==> src/snvc_pkg.sv <==
// Constants and types for the shadowed nonvolatile RAM host controller
// Functional notes
// - Chip select low for every access; high means idle standby.
// - Read: select and drive low, write strobe and nv select high.
// - Write: select and write strobe low, nv select high, data driven.
// - Recall: read pattern with nv select low; array copied into RAM.
// - Host holds store-blocking levels during power-up and power-down.
// - Store: select, strobe, nv select low, drive high; bus floats.
// - RAM usable after 100 us; nonvolatile usable after 5 ms.
`default_nettype none
package snvc_pkg;
  localparam int CLK_MHZ = 100;
  localparam int ADDR_W = 9;
  localparam int DATA_W = 8;
  localparam int ACC_NS = 300;
  localparam int ACC_CYC = (ACC_NS * CLK_MHZ + 999) / 1000;
  localparam int PULSE_NS = 40;
  localparam int PULSE_CYC = (PULSE_NS * CLK_MHZ + 999) / 1000;
  localparam int NV_OP_MS = 5;
  localparam int NV_OP_CYC = NV_OP_MS * 1000 * CLK_MHZ;
  localparam int PUR_US = 100;
  localparam int PUR_CYC = PUR_US * CLK_MHZ;
  localparam int PUW_MS = 5;
  localparam int PUW_CYC = PUW_MS * 1000 * CLK_MHZ;
  localparam int CNT_W = 24;
  typedef enum logic [2:0] {
    SNVC_READ, SNVC_WRITE, SNVC_STORE, SNVC_RECALL, SNVC_NONE
  } snvc_cmd_t;
endpackage : snvc_pkg
`default_nettype wire

==> src/snvc_sync.sv <==
// Three-stage input synchroniser with agreement filter
`timescale 1ns/1ns
`default_nettype none
module snvc_sync (
  // Clock and reset
  input wire logic clk,
  input wire logic arst_n,
  // Data
  input wire logic din,
  output logic dout
);
  typedef struct packed {
    logic s1;
    logic s2;
    logic s3;
    logic o;
  } snvc_sync_t;
  snvc_sync_t st, next_st;
  always_comb begin
    next_st = st;
    next_st.s1 = din;
    next_st.s2 = st.s1;
    next_st.s3 = st.s2;
    if (st.s2 == st.s3) begin
      next_st.o = st.s3;
    end
  end
  always_ff @(posedge clk or negedge arst_n) begin
    if (!arst_n) begin
      st <= '0;
    end else begin
      st <= next_st;
    end
  end
  assign dout = st.o;
endmodule : snvc_sync
`default_nettype wire

==> src/snvc_host.sv <==
// Host controller driving a shadowed nonvolatile RAM through its pins
`timescale 1ns/1ns
`default_nettype none
module snvc_host #(
  parameter int PUR_CYCLES = snvc_pkg::PUR_CYC,
  parameter int PUW_CYCLES = snvc_pkg::PUW_CYC,
  parameter int NV_CYCLES = snvc_pkg::NV_OP_CYC
) (
  // Clock and reset
  input wire logic clk,
  input wire logic arst_n,
  // User command port
  input wire logic cmd_valid,
  output logic cmd_ready,
  input wire snvc_pkg::snvc_cmd_t cmd_op,
  input wire logic [snvc_pkg::ADDR_W-1:0] cmd_addr,
  input wire logic [snvc_pkg::DATA_W-1:0] cmd_wdata,
  output logic rsp_valid,
  output logic [snvc_pkg::DATA_W-1:0] rsp_rdata,
  output logic rsp_refused,
  // Supply status
  input wire logic supply_ok,
  output logic ram_avail,
  output logic nv_avail,
  output logic nv_busy,
  // Device pins
  output logic chip_select_n,
  output logic output_drive_n,
  output logic write_strobe_n,
  output logic nonvolatile_select_n,
  output logic [snvc_pkg::ADDR_W-1:0] addr_bus,
  input wire logic [snvc_pkg::DATA_W-1:0] data_bus_in,
  output logic [snvc_pkg::DATA_W-1:0] data_bus_out,
  output logic data_bus_oe_n
);
  import snvc_pkg::*;
  typedef enum logic [2:0] {
    S_PWR, S_IDLE, S_RD, S_WR, S_NVP, S_WAIT, S_DONE
  } snvc_state_t;
  typedef struct packed {
    snvc_state_t fsm;
    logic [CNT_W-1:0] cnt;
    logic [CNT_W-1:0] pwr;
    logic wrote;
    logic cs_n;
    logic oe_n;
    logic we_n;
    logic ne_n;
    logic [ADDR_W-1:0] addr;
    logic [DATA_W-1:0] dout;
    logic doe_n;
    logic [DATA_W-1:0] rdata;
    logic rvalid;
    logic refused;
  } snvc_host_t;
  snvc_host_t st, next_st;
  logic supply_s;
  genvar gi;
  logic [DATA_W-1:0] din_s;
  snvc_sync u_sup (
    .clk(clk),
    .arst_n(arst_n),
    .din(supply_ok),
    .dout(supply_s)
  );
  generate
    for (gi = 0; gi < DATA_W; gi++) begin : g_din
      snvc_sync u_d (
        .clk(clk),
        .arst_n(arst_n),
        .din(data_bus_in[gi]),
        .dout(din_s[gi])
      );
    end
  endgenerate
  logic pur_ok;
  logic puw_ok;
  assign pur_ok = st.pwr >= CNT_W'(PUR_CYCLES);
  assign puw_ok = st.pwr >= CNT_W'(PUW_CYCLES);
  always_comb begin
    next_st = st;
    next_st.rvalid = 1'b0;
    next_st.refused = 1'b0;
    if (st.cnt != '0) begin
      next_st.cnt = st.cnt - 1'b1;
    end
    if (!puw_ok) begin
      next_st.pwr = st.pwr + 1'b1;
    end
    case (st.fsm)
      S_PWR: begin
        // Store-blocking levels held throughout power-up
        next_st.cs_n = 1'b1;
        next_st.oe_n = 1'b0;
        next_st.we_n = 1'b1;
        next_st.ne_n = 1'b1;
        next_st.doe_n = 1'b1;
        if (supply_s && pur_ok) begin
          next_st.fsm = S_IDLE;
        end
      end
      S_IDLE: begin
        next_st.cs_n = 1'b1;
        next_st.oe_n = 1'b1;
        next_st.we_n = 1'b1;
        next_st.ne_n = 1'b1;
        next_st.doe_n = 1'b1;
        if (cmd_valid) begin
          next_st.addr = cmd_addr;
          next_st.dout = cmd_wdata;
          case (cmd_op)
            SNVC_READ: begin
              next_st.cs_n = 1'b0;
              next_st.oe_n = 1'b0;
              next_st.cnt = CNT_W'(ACC_CYC);
              next_st.fsm = S_RD;
            end
            SNVC_WRITE: begin
              next_st.cs_n = 1'b0;
              next_st.we_n = 1'b0;
              next_st.doe_n = 1'b0;
              next_st.cnt = CNT_W'(ACC_CYC);
              next_st.fsm = S_WR;
            end
            SNVC_STORE: begin
              if (!puw_ok || !st.wrote) begin
                next_st.refused = 1'b1;
                next_st.fsm = S_DONE;
              end else begin
                next_st.cs_n = 1'b0;
                next_st.we_n = 1'b0;
                next_st.ne_n = 1'b0;
                next_st.oe_n = 1'b1;
                next_st.wrote = 1'b0;
                next_st.cnt = CNT_W'(PULSE_CYC);
                next_st.fsm = S_NVP;
              end
            end
            SNVC_RECALL: begin
              if (!puw_ok) begin
                next_st.refused = 1'b1;
                next_st.fsm = S_DONE;
              end else begin
                next_st.cs_n = 1'b0;
                next_st.oe_n = 1'b0;
                next_st.ne_n = 1'b0;
                next_st.cnt = CNT_W'(PULSE_CYC);
                next_st.fsm = S_NVP;
              end
            end
            default: begin
              next_st.refused = 1'b1;
              next_st.fsm = S_DONE;
            end
          endcase
        end
      end
      S_RD: begin
        if (st.cnt == '0) begin
          next_st.rdata = din_s;
          next_st.cs_n = 1'b1;
          next_st.oe_n = 1'b1;
          next_st.fsm = S_DONE;
        end
      end
      S_WR: begin
        if (st.cnt == '0) begin
          next_st.we_n = 1'b1;
          next_st.cs_n = 1'b1;
          next_st.wrote = 1'b1;
          next_st.fsm = S_DONE;
        end
      end
      S_NVP: begin
        if (st.cnt == '0) begin
          next_st.cs_n = 1'b1;
          next_st.oe_n = 1'b1;
          next_st.we_n = 1'b1;
          next_st.ne_n = 1'b1;
          next_st.cnt = CNT_W'(NV_CYCLES);
          next_st.fsm = S_WAIT;
        end
      end
      S_WAIT: begin
        if (st.cnt == '0) begin
          next_st.fsm = S_DONE;
        end
      end
      S_DONE: begin
        next_st.doe_n = 1'b1;
        next_st.rvalid = 1'b1;
        // Refusal flag stands with the response
        next_st.refused = st.refused;
        next_st.fsm = S_IDLE;
      end
      default: begin
        next_st.fsm = S_IDLE;
      end
    endcase
    // Supply loss drops everything back to power-up
    if (!supply_s) begin
      next_st.fsm = S_PWR;
      next_st.pwr = '0;
      next_st.cs_n = 1'b1;
      next_st.oe_n = 1'b0;
      next_st.we_n = 1'b1;
      next_st.ne_n = 1'b1;
      next_st.doe_n = 1'b1;
      next_st.wrote = 1'b0;
    end
  end
  always_ff @(posedge clk or negedge arst_n) begin
    if (!arst_n) begin
      st <= '{fsm: S_PWR, cs_n: 1'b1, we_n: 1'b1, ne_n: 1'b1,
              doe_n: 1'b1, default: '0};
    end else begin
      st <= next_st;
    end
  end
  assign cmd_ready = (st.fsm == S_IDLE) && supply_s;
  assign rsp_valid = st.rvalid;
  assign rsp_rdata = st.rdata;
  assign rsp_refused = st.refused;
  assign ram_avail = (st.fsm != S_PWR);
  assign nv_avail = puw_ok && (st.fsm != S_PWR);
  assign nv_busy = (st.fsm == S_NVP) || (st.fsm == S_WAIT);
  assign chip_select_n = st.cs_n;
  assign output_drive_n = st.oe_n;
  assign write_strobe_n = st.we_n;
  assign nonvolatile_select_n = st.ne_n;
  assign addr_bus = st.addr;
  assign data_bus_out = st.dout;
  assign data_bus_oe_n = st.doe_n;

  chk_store_oe_high: assert property (@(posedge clk) disable iff (!arst_n)
    (!st.ne_n && !st.we_n && !st.cs_n) |-> st.oe_n)
    else $error("store pattern with output drive low");
  chk_bus_no_fight: assert property (@(posedge clk) disable iff (!arst_n)
    !st.doe_n |-> st.oe_n)
    else $error("host drives bus while device may drive");
  chk_read_levels: assert property (@(posedge clk) disable iff (!arst_n)
    (st.fsm == S_RD) |-> (!st.cs_n && !st.oe_n && st.we_n && st.ne_n))
    else $error("bad read levels");
  chk_write_levels: assert property (@(posedge clk) disable iff (!arst_n)
    (st.fsm == S_WR) |-> (!st.cs_n && !st.we_n && st.ne_n && !st.doe_n))
    else $error("bad write levels");
  chk_nv_pulse_len: assert property (@(posedge clk) disable iff (!arst_n)
    ($fell(st.ne_n) && supply_s) |-> !st.ne_n [*4])
    else $error("nonvolatile pulse too short");
  chk_store_needs_wr: assert property (@(posedge clk) disable iff (!arst_n)
    ($fell(st.ne_n) && !st.we_n) |-> $past(st.wrote))
    else $error("store without prior write");
  chk_store_clears: assert property (@(posedge clk) disable iff (!arst_n)
    ($fell(st.ne_n) && !st.we_n) |-> !st.wrote)
    else $error("write record not cleared");
  chk_busy_ready: assert property (@(posedge clk) disable iff (!arst_n)
    nv_busy |-> !cmd_ready)
    else $error("ready during nonvolatile operation");
  chk_supply_idle: assert property (@(posedge clk) disable iff (!arst_n)
    !supply_s |=> (st.cs_n && st.fsm == S_PWR))
    else $error("activity with supply low");
  chk_idle_cs: assert property (@(posedge clk) disable iff (!arst_n)
    (st.fsm == S_IDLE) |-> st.cs_n)
    else $error("chip select low while idle");
endmodule : snvc_host
`default_nettype wire

==> config.mk <==
export PLATFORM = sky130hd
export DESIGN_NAME = snvc_host
export DESIGN_NICKNAME = d
export VERILOG_FILES = /design/src/snvc_pkg.sv /design/src/snvc_sync.sv /design/src/snvc_host.sv
export SDC_FILE = /design/constraint.sdc
export NUM_CORES = 1
export LEC_CHECK = 0
export BUFFER_PORTS_ARGS = -buffer_cell sky130_fd_sc_hd__buf_2
export CORE_ASPECT_RATIO = 1.1
export CORE_MARGIN = 5
export CORE_UTILIZATION = 58
export DETAILED_ROUTE_END_ITERATION = 10
export PLACE_DENSITY = 0.82
export SLEW_MARGIN = 20
export SYNTH_ARGS = -nofsm -noshare
export SYNTH_HDL_FRONTEND = slang
export SYNTH_SLANG_ARGS = --single-unit
==> constraint.sdc <==
create_clock -name clk -period 2.5 [get_ports clk]
set_input_delay 0.25 -clock clk [delete_from_list [all_inputs] [get_ports clk]]
set_output_delay 0.25 -clock clk [all_outputs]
set_load 0.005 [all_outputs]
==> flow_metrics.env, run 1 <==
export IMPL_outcome="completed"
export IMPL_synthFlopType="dfrtp_1"
export IMPL_avgRoutedWirePerCell_microns=19.62
export IMPL_hp_class="in -> reg"
export IMPL_start_kind="register"
export IMPL_htreeDepth=4
export IMPL_cts_tree="yes"
export IMPL_core_region_area_sq_um=9351
export IMPL_hold_depth=2
export IMPL_layout_nets=632
export IMPL_layout_common_cells="116 x dfrtp_1, 66 x buf_2, 33 x buf_4"
export IMPL_setup_violations=0
export IMPL_synth_area_sq_um=5555
export IMPL_path_buf_inv=0
export IMPL_area_growth_synth_to_final_pct=24.12
export IMPL_power_density_nw_per_um2=1016
export IMPL_clkPwrFrac=0.366
export IMPL_synth_cells=498
export IMPL_cp_startpoint="st[73]"
export IMPL_cap_violations=0
export IMPL_worstPathCellList="or4_1 -> nor4_1 -> o211ai_2 -> or4_1 -> a21oi_1"
export IMPL_root_buffer="clkbuf_8"
export IMPL_ff2ff_setup_slack_ns=0.09
export IMPL_finClkSkew_ns=0.01019
export IMPL_yosys_top_cells_area="dfrtp_1 52%, mux2_2 5.1%, buf_4 3.6%, a21oi_1 2.5%, o21ai_0 2.1%"
export IMPL_cp_end_kind="register"
export IMPL_cts_buffers_inserted=17
export IMPL_yosys_warnings=0
export IMPL_fp_dieArea_sq_um=11640
export IMPL_p_sw_frac=0.3324
export IMPL_top_usage_layer="met2"
export IMPL_met2_usage=0.4296
export IMPL_finalHoldViolations=0
export IMPL_grt_max_degree=48
export IMPL_cell_internal_pwr_uw=4676
export IMPL_clk_pin_slew_ns=0.07
export IMPL_track_usage=0.2594
export IMPL_power_total_uw=7005
export IMPL_portBuffers=67
export IMPL_tightest_slew_ns=0.6565
export IMPL_gp_congestion=0.9164
export IMPL_switchingPower_uw=2328
export IMPL_synth_seq_cells=120
export IMPL_vias=4550
export IMPL_worstPathMaxFanout=7
export IMPL_grt_pass1_wl_microns=23440
export IMPL_die_x_microns=103.3
export IMPL_antenna_left=0
export IMPL_min_to="data_bus_out[0]"
export IMPL_syn_area_per_cell_sq_um=11.16
export IMPL_async_reset_ff_frac=1.000
export IMPL_cp_data_arrival_time_ns=2.86
export IMPL_crit_type="reg -> reg"
export IMPL_ir_worst_vdd_uv=581.5
export IMPL_crit_family="simple AND/OR/NAND/NOR gates"
export IMPL_power_leakage_uw=0.003062
export IMPL_critPathSlowestCell="or4_1"
export IMPL_io_pin_count=68
export IMPL_num_rows=37
export IMPL_worstHoldStart="cmd_wdata[0]"
export IMPL_die_h_microns=112.6
export IMPL_grt_ovfl_total=0
export IMPL_min_period_over_period=0.9626
export IMPL_placed_cell_area_sq_um=5966
export IMPL_first_iter_violations=321
export IMPL_diodes=0
export IMPL_period_needed_ns=2.406
export IMPL_synth_edf_count=0
export IMPL_cpMostUsedCell="or4_1"
export IMPL_cp_required_ns=2.95
export IMPL_synth_cell_types=68
export IMPL_max_freq_mhz=415.5
export IMPL_grt_pass1_vias=4710
export IMPL_grt_use_met1=0.3076
export IMPL_ys_seq_area_frac=0.5414
export IMPL_wirelength_microns=14240
export IMPL_r2r_start="st[73]"
export IMPL_hpwlAfterDp_microns=8359
export IMPL_drtPass1Iterations=5
export IMPL_clock_latency_ns=0.53
export IMPL_finalSetupTns_ns=0
export IMPL_rr_endpoint="st[76]"
export IMPL_reg2reg_depth=5
export IMPL_pwr_share_seq=0.396
export IMPL_drive_gt1_frac=0.2972
export IMPL_slew_headroom=0.5589
export IMPL_fin_area_sq_um=6895
export IMPL_combinationalPowerShare=0.238
export IMPL_grt_util_met3=0.07147
export IMPL_clockBufferDepth=2
export IMPL_final_common_cell="dfrtp_1"
export IMPL_viasPerCell=6.267
export IMPL_max_stage_delay_ns=0.54
export IMPL_mappedNetlistNets=534
export IMPL_slew_viol_final=0
export IMPL_cts_sinks=120
export IMPL_post_synth_top_area_cell="dfrtp_1"
export IMPL_drc_errors=0
export IMPL_yosys_area_top_type_share=0.5225
export IMPL_rsz0062_at_grt="false"
export IMPL_antenna_found_initial=0
export IMPL_initial_utilization=0.5941
export IMPL_fillers=580
[logic make-up (layout without fill, tap and decap cells)]
family | count (synthesis) | count (layout) | share of synthesized area
buffers and inverters | 64 | 175 | 0.06329
AOI/OAI and AO/OA | 110 | 110 | 0.1302
adders and majority gates | 13 | 13 | 0.02523
muxes | 29 | 29 | 0.05811
and+or+nand+nor | 151 | 151 | 0.1644
DFF | 120 | 120 | 0.5414
xor gates and xnor gates | 11 | 11 | 0.01734
[stage by stage]
stage / hold slack, ns / cells / utilization / setup slack (ns)
detailed placement: 0.3002 / 664 / 0.6379 / 0.02409
global route: 0.02086 / 726 / 0.7374 / 0.01088
finish: 0.02401 / 726 / 0.7374 / 0.09351
global placement: 0.2896 / 664 / 0.6379 / 0.1954
floorplan: -0.04559 / 498 / - / 0.2694
CTS: 0.03828 / 722 / 0.7315 / 0.02276
[per-layer routing]
metal | share of wire | wire, microns
met5 | 0 | 0
met4 | 0.044 | 620
met3 | 0.072 | 1027
met2 | 0.51 | 7291
met1 | 0.37 | 5303
[worst max path at each step]
stage,slack (ns),endpoint,depth (start not counted)
after floorplan,0.27,rsp_rdata[7],7
after global routing,0.01,rsp_rdata[7],6
after CTS,0.02,st[43],5
after global placement,0.20,st[72],5
after detailed placement,0.02,st[43],5
final,0.09,st[76],5
[flip-flops by register name, summed over array words and instances, names as in the netlist, 2 cells and up]
name,flops
rsp_rdata,8
g_din.u_d.st,8
g_din.u_d.next_st,16
u_sup.next_st,2
data_bus_out,8
addr_bus,9
st,52
g_din.u_d.dout,8
[repair_timing]
action                                 4_1_cts  5_1_grt
setup endpoints to repair                    0        7
gates resized for setup                      0        4
setup buffers                                0        4
endpoints found under the hold margin       66        0
hold buffers                                26        0
[synth_stat cells, drive strengths merged, types with 8 or more instances]
cell type,instances
nor4,8
or3,12
maj3,9
nand3,10
buf,31
inv,18
nand2,24
or4,17
o21ai,24
o31ai,8
mux2,26
nor2,28
a31oi,8
dfrtp,116
nor3,12
clkbuf,15
a21oi,28
[power groups by stage]
stage / logic (uW) / registers (uW) / clock network [uW]
floorplan: 1220 / 2660 / 0
global placement: 1480 / 2730 / 0
detailed placement: 1530 / 2770 / 0
CTS: 1620 / 2740 / 2570
global route: 1810 / 2820 / 2670
finish: 1670 / 2770 / 2570
[area by class of cell]
type                       instances  area (sq um)  area share
sequential                       120          3008      0.4362
multi-input combinational        314          2221      0.3221
inverter                          18         67.56    0.009799
tap                              117         146.4     0.02123
clock buffer                      17         414.1     0.06006
clock inverter                    15         200.2     0.02903
timing repair buffer             125         838.3      0.1216
(Power assumes the default switching activity.)
==> run 2: changes to the inputs <==
- CORE_UTILIZATION: 58 -> 35
- CTS_BUF_LIST: not set -> sky130_fd_sc_hd__clkbuf_8
- PLACE_DENSITY: 0.82 -> 0.55
==> run 2 against run 1 <==
Against the previous run:
- utilization down 31 points
- fmax is 0.54% higher
- cell count increased by 8.5%
- clock skew decreased by 0.0027 ns
- via count shrank 10%
- hold slack better by 0.016 ns
- register-to-register slack about the same
- non-clock buffer count shrank 21
- critical path depth grew 1
- worst setup slack better by 0.013 ns
- sequential share of layout area grew 1.8 points
- sequential cell count did not move
- critical path type unchanged
- highest routed layer unchanged
==> flow_metrics.env, run 2 (synthesis gave the netlist of run 1 again) <==
export IMPL_outcome="completed"
export IMPL_track_usage=0.1416
export IMPL_p_sw_frac=0.3255
export IMPL_area_growth_synth_to_final_pct=19.30
export IMPL_die_x_microns=130.1
export IMPL_finClkSkew_ns=0.007511
export IMPL_grt_pass1_wl_microns=20700
export IMPL_min_period_over_period=0.9575
export IMPL_cp_required_ns=2.84
export IMPL_grt_util_met3=0.04017
export IMPL_clk_pin_slew_ns=0.07
export IMPL_clkPwrFrac=0.296
export IMPL_antenna_found_initial=0
export IMPL_root_buffer="clkbuf_8"
export IMPL_drtPass1Iterations=4
export IMPL_top_register="st"
export IMPL_clockBufferDepth=2
export IMPL_crit_type="reg -> reg"
export IMPL_wirelength_microns=12200
export IMPL_met2_usage=0.2258
export IMPL_hpwlAfterDp_microns=8466
export IMPL_avgRoutedWirePerCell_microns=15.48
export IMPL_cts_buffers_inserted=17
export IMPL_fp_dieArea_sq_um=18490
export IMPL_whs_ns=0.04007
export IMPL_io_pin_count=68
export IMPL_pre_cts_ws_ns=0.06996
export IMPL_die_h_microns=142.1
export IMPL_grt_pass1_vias=4249
export IMPL_grt_max_degree=121
export IMPL_tightest_slew_ns=0.6782
export IMPL_cp_end_kind="register"
export IMPL_core_region_area_sq_um=15680
export IMPL_slew_viol_final=0
export IMPL_place_inst=744
export IMPL_first_iter_violations=229
export IMPL_fin_cells=788
export IMPL_cell_internal_pwr_uw=4129
export IMPL_grt_use_met1=0.1738
export IMPL_pwr_share_seq=0.446
export IMPL_reg2reg_depth=6
export IMPL_htreeDepth=4
export IMPL_hp_class="in -> reg"
export IMPL_top_usage_layer="met2"
export IMPL_start_kind="register"
export IMPL_setup_ws_ns=0.1063
export IMPL_power_leakage_uw=0.002891
export IMPL_layout_nets=611
export IMPL_drive_gt1_frac=0.2959
export IMPL_cap_violations=0
export IMPL_cp_data_arrival_time_ns=2.74
export IMPL_switchingPower_uw=1992
export IMPL_finalHoldViolations=0
export IMPL_finalSetupTns_ns=0
export IMPL_grt_ovfl_total=0
export IMPL_fin_util=0.4228
export IMPL_cts_tree="yes"
export IMPL_viasPerCell=5.199
export IMPL_ir_worst_vdd_uv=486.9
export IMPL_power_density_nw_per_um2=923.6
export IMPL_max_freq_mhz=417.8
export IMPL_clock_latency_ns=0.43
export IMPL_portBuffers=67
export IMPL_largest_reg_flops=52
export IMPL_hold_depth=2
export IMPL_final_common_cell="dfrtp_1"
export IMPL_worstPathMaxFanout=7
export IMPL_initial_utilization=0.3544
export IMPL_layout_common_cells="116 x dfrtp_1, 66 x buf_2, 28 x nor2_1, 28 x a21oi_1, 26 x buf_4"
export IMPL_cts_sinks=120
export IMPL_combinationalPowerShare=0.258
export IMPL_period_needed_ns=2.394
export IMPL_antenna_left=0
export IMPL_slew_headroom=0.5458
export IMPL_drc_errors=0
export IMPL_gp_congestion=0.9014
export IMPL_num_rows=48
export IMPL_vias=4097
export IMPL_setup_violations=0
export IMPL_diodes=0
==> run 2: changes by cell type in the layout (fill, tap and decap cells not counted), sizes merged <==
cell / delta
buf: -5
clkbuf: +1
clkinv: +4
clkinvlp: +2
dlygate4sd3: -16
inv: -7
==> run 2: timing repair <==
action	CTS	global route
hold buffers	10	0
resized for setup	0	3
endpoints found under the setup margin	0	5
hold endpoints to repair	125	0
buffers inserted	0	2
==> run 2: area by class of cell <==
class / instances / area (sq um)
tap: 200 / 250.2
inverter: 18 / 67.56
multi-input combinational: 314 / 2213
timing repair buffer: 104 / 665.6
clock buffer: 18 / 247.7
clock inverter: 14 / 175.2
sequential: 120 / 3008
fill: 1472 / 9047
==> run 2: critical path, cell delays in order (launching register included) <==
cell,delay (ns)
dfrtp_1,0.42
or4_4,0.59
or4_4,0.51
nor4_4,0.35
buf_4,0.17
a211oi_1,0.04
a211oi_1,0.22
==> run 2: worst paths after layout <==
| kind | startpoint | endpoint | slack [ns] |
|---|---|---|---|
| min in group asynchronous | arst_n | g_din[0].u_d.st[1] | 0.43 |
| max reg2reg | st[75] | st[65] | 0.11 |
| min reg2reg | g_din[2].u_d.next_st[2] | g_din[2].u_d.next_st[1] | 0.35 |
| max | st[75] | st[65] | 0.11 |
| max in group asynchronous | arst_n | st[48] | 1.60 |
| min | cmd_addr[0] | addr_bus[0] | 0.04 |
==> run 2: per-layer routing <==
metal / up-vias / part of all wire
met1: 1988 / 0.44
li1: 1965 / -
met5: - / 0
met4: 0 / 0.029
met2: 115 / 0.49
met3: 29 / 0.046
==> run 2: metrics by stage <==
stage	total power [uW]	cell area (sq um)
finish	6121	6628
global placement	4287	6072
detailed placement	4320	6072
global route	6535	6628
CTS	6192	6595
floorplan	3875	5555
==> run 2: power groups by stage <==
stage	combinational [uW]	clock, uW	sequential [uW]
floorplan	1220	0	2660
global placement	1550	0	2740
detailed placement	1580	0	2740
CTS	1590	1880	2720
global route	1770	1970	2800
finish	1580	1810	2730
==> run 3: changes to the inputs <==
- ABC_AREA: not set -> 1
- PLACE_DENSITY: 0.55 -> 0.54
- SETUP_SLACK_MARGIN: not set -> 0.3
==> run 3 against run 2 <==
Against the previous run:
- clock power down 4%
- critical path depth grew 4
- first-iteration DRC count rose by 4.8%
- sequential cell count unchanged
- via count grew 16%
- largest cell class unchanged
- largest power group unchanged
- highest routed layer unchanged
==> flow_metrics.env, run 3 <==
export IMPL_grt_ovfl_total=0
export IMPL_synth_area_sq_um=6037
export IMPL_portBuffers=67
export IMPL_power_density_nw_per_um2=904.4
export IMPL_clk_pin_slew_ns=0.07
export IMPL_cp_end_kind="output pin"
export IMPL_synth_edf_count=0
export IMPL_whs_ns=0.03737
export IMPL_drtPass1Iterations=5
export IMPL_antenna_left=0
export IMPL_worstHoldStart="cmd_wdata[2]"
export IMPL_synthTopCellsByCount="179 x nand2_1, 116 x dfrtp_1, 76 x inv_1, 63 x nor2_1, 42 x nand3_1"
export IMPL_crit_type="reg -> out"
export IMPL_root_buffer="clkbuf_8"
export IMPL_avgRoutedWirePerCell_microns=13.13
export IMPL_area_growth_synth_to_final_pct=20.17
export IMPL_top_layer="met4"
export IMPL_layout_common_cells="179 x nand2_1, 112 x dfrtp_1, 76 x inv_1"
export IMPL_async_reset_ff_frac=1.000
export IMPL_cp_data_arrival_time_ns=1.84
export IMPL_clock_latency_ns=0.44
export IMPL_period_needed_ns=2.090
export IMPL_initial_utilization=0.3548
export IMPL_hold_depth=3
export IMPL_synth_seq_cells=120
export IMPL_largest_reg_flops=52
export IMPL_finalSetupTns_ns=0
export IMPL_diodes=0
export IMPL_power_leakage_uw=0.003647
export IMPL_wirelength_met1_microns=6271
export IMPL_start_kind="register"
export IMPL_core_region_area_sq_um=17020
export IMPL_grt_max_degree=66
export IMPL_yosys_area_top_type_share=0.4808
export IMPL_fp_dieArea_sq_um=19980
export IMPL_ys_seq_area_frac=0.4982
export IMPL_grt_pass1_wl_microns=23790
export IMPL_wl_met3_microns=669
export IMPL_cp_required_ns=2.25
export IMPL_max_freq_mhz=478.4
export IMPL_synthFlopType="dfrtp_1"
export IMPL_fin_util=0.4263
export IMPL_ff2ff_setup_slack_ns=0.46
export IMPL_min_period_over_period=0.8361
export IMPL_clockBufferDepth=2
export IMPL_hp_class="in -> reg"
export IMPL_syn_area_per_cell_sq_um=8.551
export IMPL_fin_area_sq_um=7254
export IMPL_fillers=1790
export IMPL_drive_gt1_frac=0.2155
export IMPL_max_stage_delay_ns=0.45
export IMPL_yosys_warnings=0
export IMPL_top_register="st"
export IMPL_rr_endpoint="st[57]"
export IMPL_min_to="data_bus_out[2]"
export IMPL_mappedNetlistNets=742
export IMPL_synth_cells=706
export IMPL_worstPathCellList="buf_4 -> nor2_1 -> nand2_1 -> nor2_1 -> nand3_1 -> nand3_4 -> buf_12 -> nand2_1 -> inv_1 -> buf_2"
export IMPL_path_buf_inv=4
export IMPL_finalHoldViolations=0
export IMPL_drc_errors=0
export IMPL_io_pin_count=68
export IMPL_finClkSkew_ns=0.01299
export IMPL_num_rows=50
export IMPL_yosysMostFrequentCell="nand2_1"
export IMPL_first_iter_violations=240
export IMPL_viasPerCell=4.544
export IMPL_layout_nets=836
export IMPL_cts_tree="yes"
export IMPL_htreeDepth=4
export IMPL_die_h_microns=147.7
export IMPL_ir_worst_vdd_uv=445.5
export IMPL_hpwlAfterDp_microns=9825
export IMPL_cts_buffers_inserted=17
export IMPL_placed_cell_area_sq_um=6425
export IMPL_die_x_microns=135.2
export IMPL_crit_family="simple AND/OR/NAND/NOR gates"
export IMPL_slew_viol_final=0
export IMPL_track_usage=0.1477
export IMPL_worstPathMaxFanout=5
export IMPL_setup_violations=0
export IMPL_post_synth_top_area_cell="dfrtp_1"
export IMPL_critPathSlowestCell="dfrtp_2"
export IMPL_antenna_found_initial=0
export IMPL_gp_congestion=0.8691
export IMPL_yosys_top_cells_area="dfrtp_1 48%, nand2_1 11%, inv_1 4.7%, nor2_1 3.9%, buf_4 3.5%"
export IMPL_final_common_cell="nand2_1"
export IMPL_synth_cell_types=44
export IMPL_r2r_start="st[45]"
export IMPL_grt_pass1_vias=4749
export IMPL_outcome="completed"
export IMPL_cap_violations=0
export IMPL_reg2reg_depth=13
export IMPL_wirelength_microns=13730
export IMPL_vias=4753
export IMPL_slew_headroom=0.6597
export IMPL_routed_wl_met2_microns=6663
export IMPL_cts_sinks=120
export IMPL_tightest_slew_ns=0.5051
export IMPL_rsz0062_at_grt="true"
-- run 3: cell count changes after synthesis, sizes merged, moves of 11 or more --
cell,previous run,this run
nand2,24,185
inv,18,83
nor2,28,74
nand3,10,45
mux2,26,8
or4,17,0
clkbuf,15,2
or3,12,0
nand4,6,17
-- run 3: layout make-up --
type                    instances  area, sq um  share of cell area
flip-flops and latches        120         3013              0.4153
inverters                      83        311.5             0.04295
well taps                     234        292.8             0.04036
clock inverters                12        125.1             0.01725
clock buffers                  19        261.5             0.03605
repair buffers                115        813.3              0.1121
multi-input cells             463         2437              0.3360
-- run 3: worst max-delay path by stage --
stage,start,end,slack [ns],cells after the start
finish,st[45],nv_avail,0.41,10
global route,st[45],nv_avail,0.27,10
CTS,st[47],nv_avail,0.30,11
detailed placement,st[57],st[78],0.38,10
global placement,st[57],st[76],0.45,10
floorplan,st[57],st[57],0.80,11
-- run 3: metal layers --
metal | vias up | global-route usage
met3 | 9 | 0.04221
met2 | 95 | 0.2348
met1 | 2221 | 0.1977
met4 | 0 | 0.04083
li1 | 2428 | -
met5 | - | 0
-- run 3: kinds of logic (layout without fill, tap and decap cells) --
logic type      Yosys count  after routing  synth area share
buf+inv                 123            229            0.1026
xor+xnor                 21             21           0.03047
flops                   120            120            0.4982
compound gates           64             64           0.05969
fa+ha+maj                13             13           0.02321
simple gates            357            357            0.2659
mux                       8              8           0.01990
-- run 3: power by group --
part	total [uW]	internal, uW	switching [uW]	leakage [uW]
Sequential	2580	2310	273	0.00152
Combinational	2240	827	1410	0.00193
Clock	1740	929	806	0.000194
-- run 3: metrics by stage --
step / total power (uW) / worst slack [ns] / instances
floorplan: 4294 / 0.8041 / 706
global placement: 4790 / 0.4484 / 974
detailed placement: 4790 / 0.3777 / 974
CTS: 6598 / 0.3019 / 1031
global route: 7129 / 0.2659 / 1046
finish: 6561 / 0.4099 / 1046
-- run 3: repair_timing --
| item | 4_1_cts | 5_1_grt |
|---|---|---|
| endpoints found under the setup margin | 0 | 28 |
| resized for setup | 0 | 12 |
| buffers inserted | 0 | 15 |
| hold buffers | 26 | 0 |
| hold endpoints to repair | 43 | 0 |
-- run 3: tightest hold or removal path, cell delays in order --
cell	delay, ns
buf_2	0.08
nand2_1	0.05
nand2_1	0.06
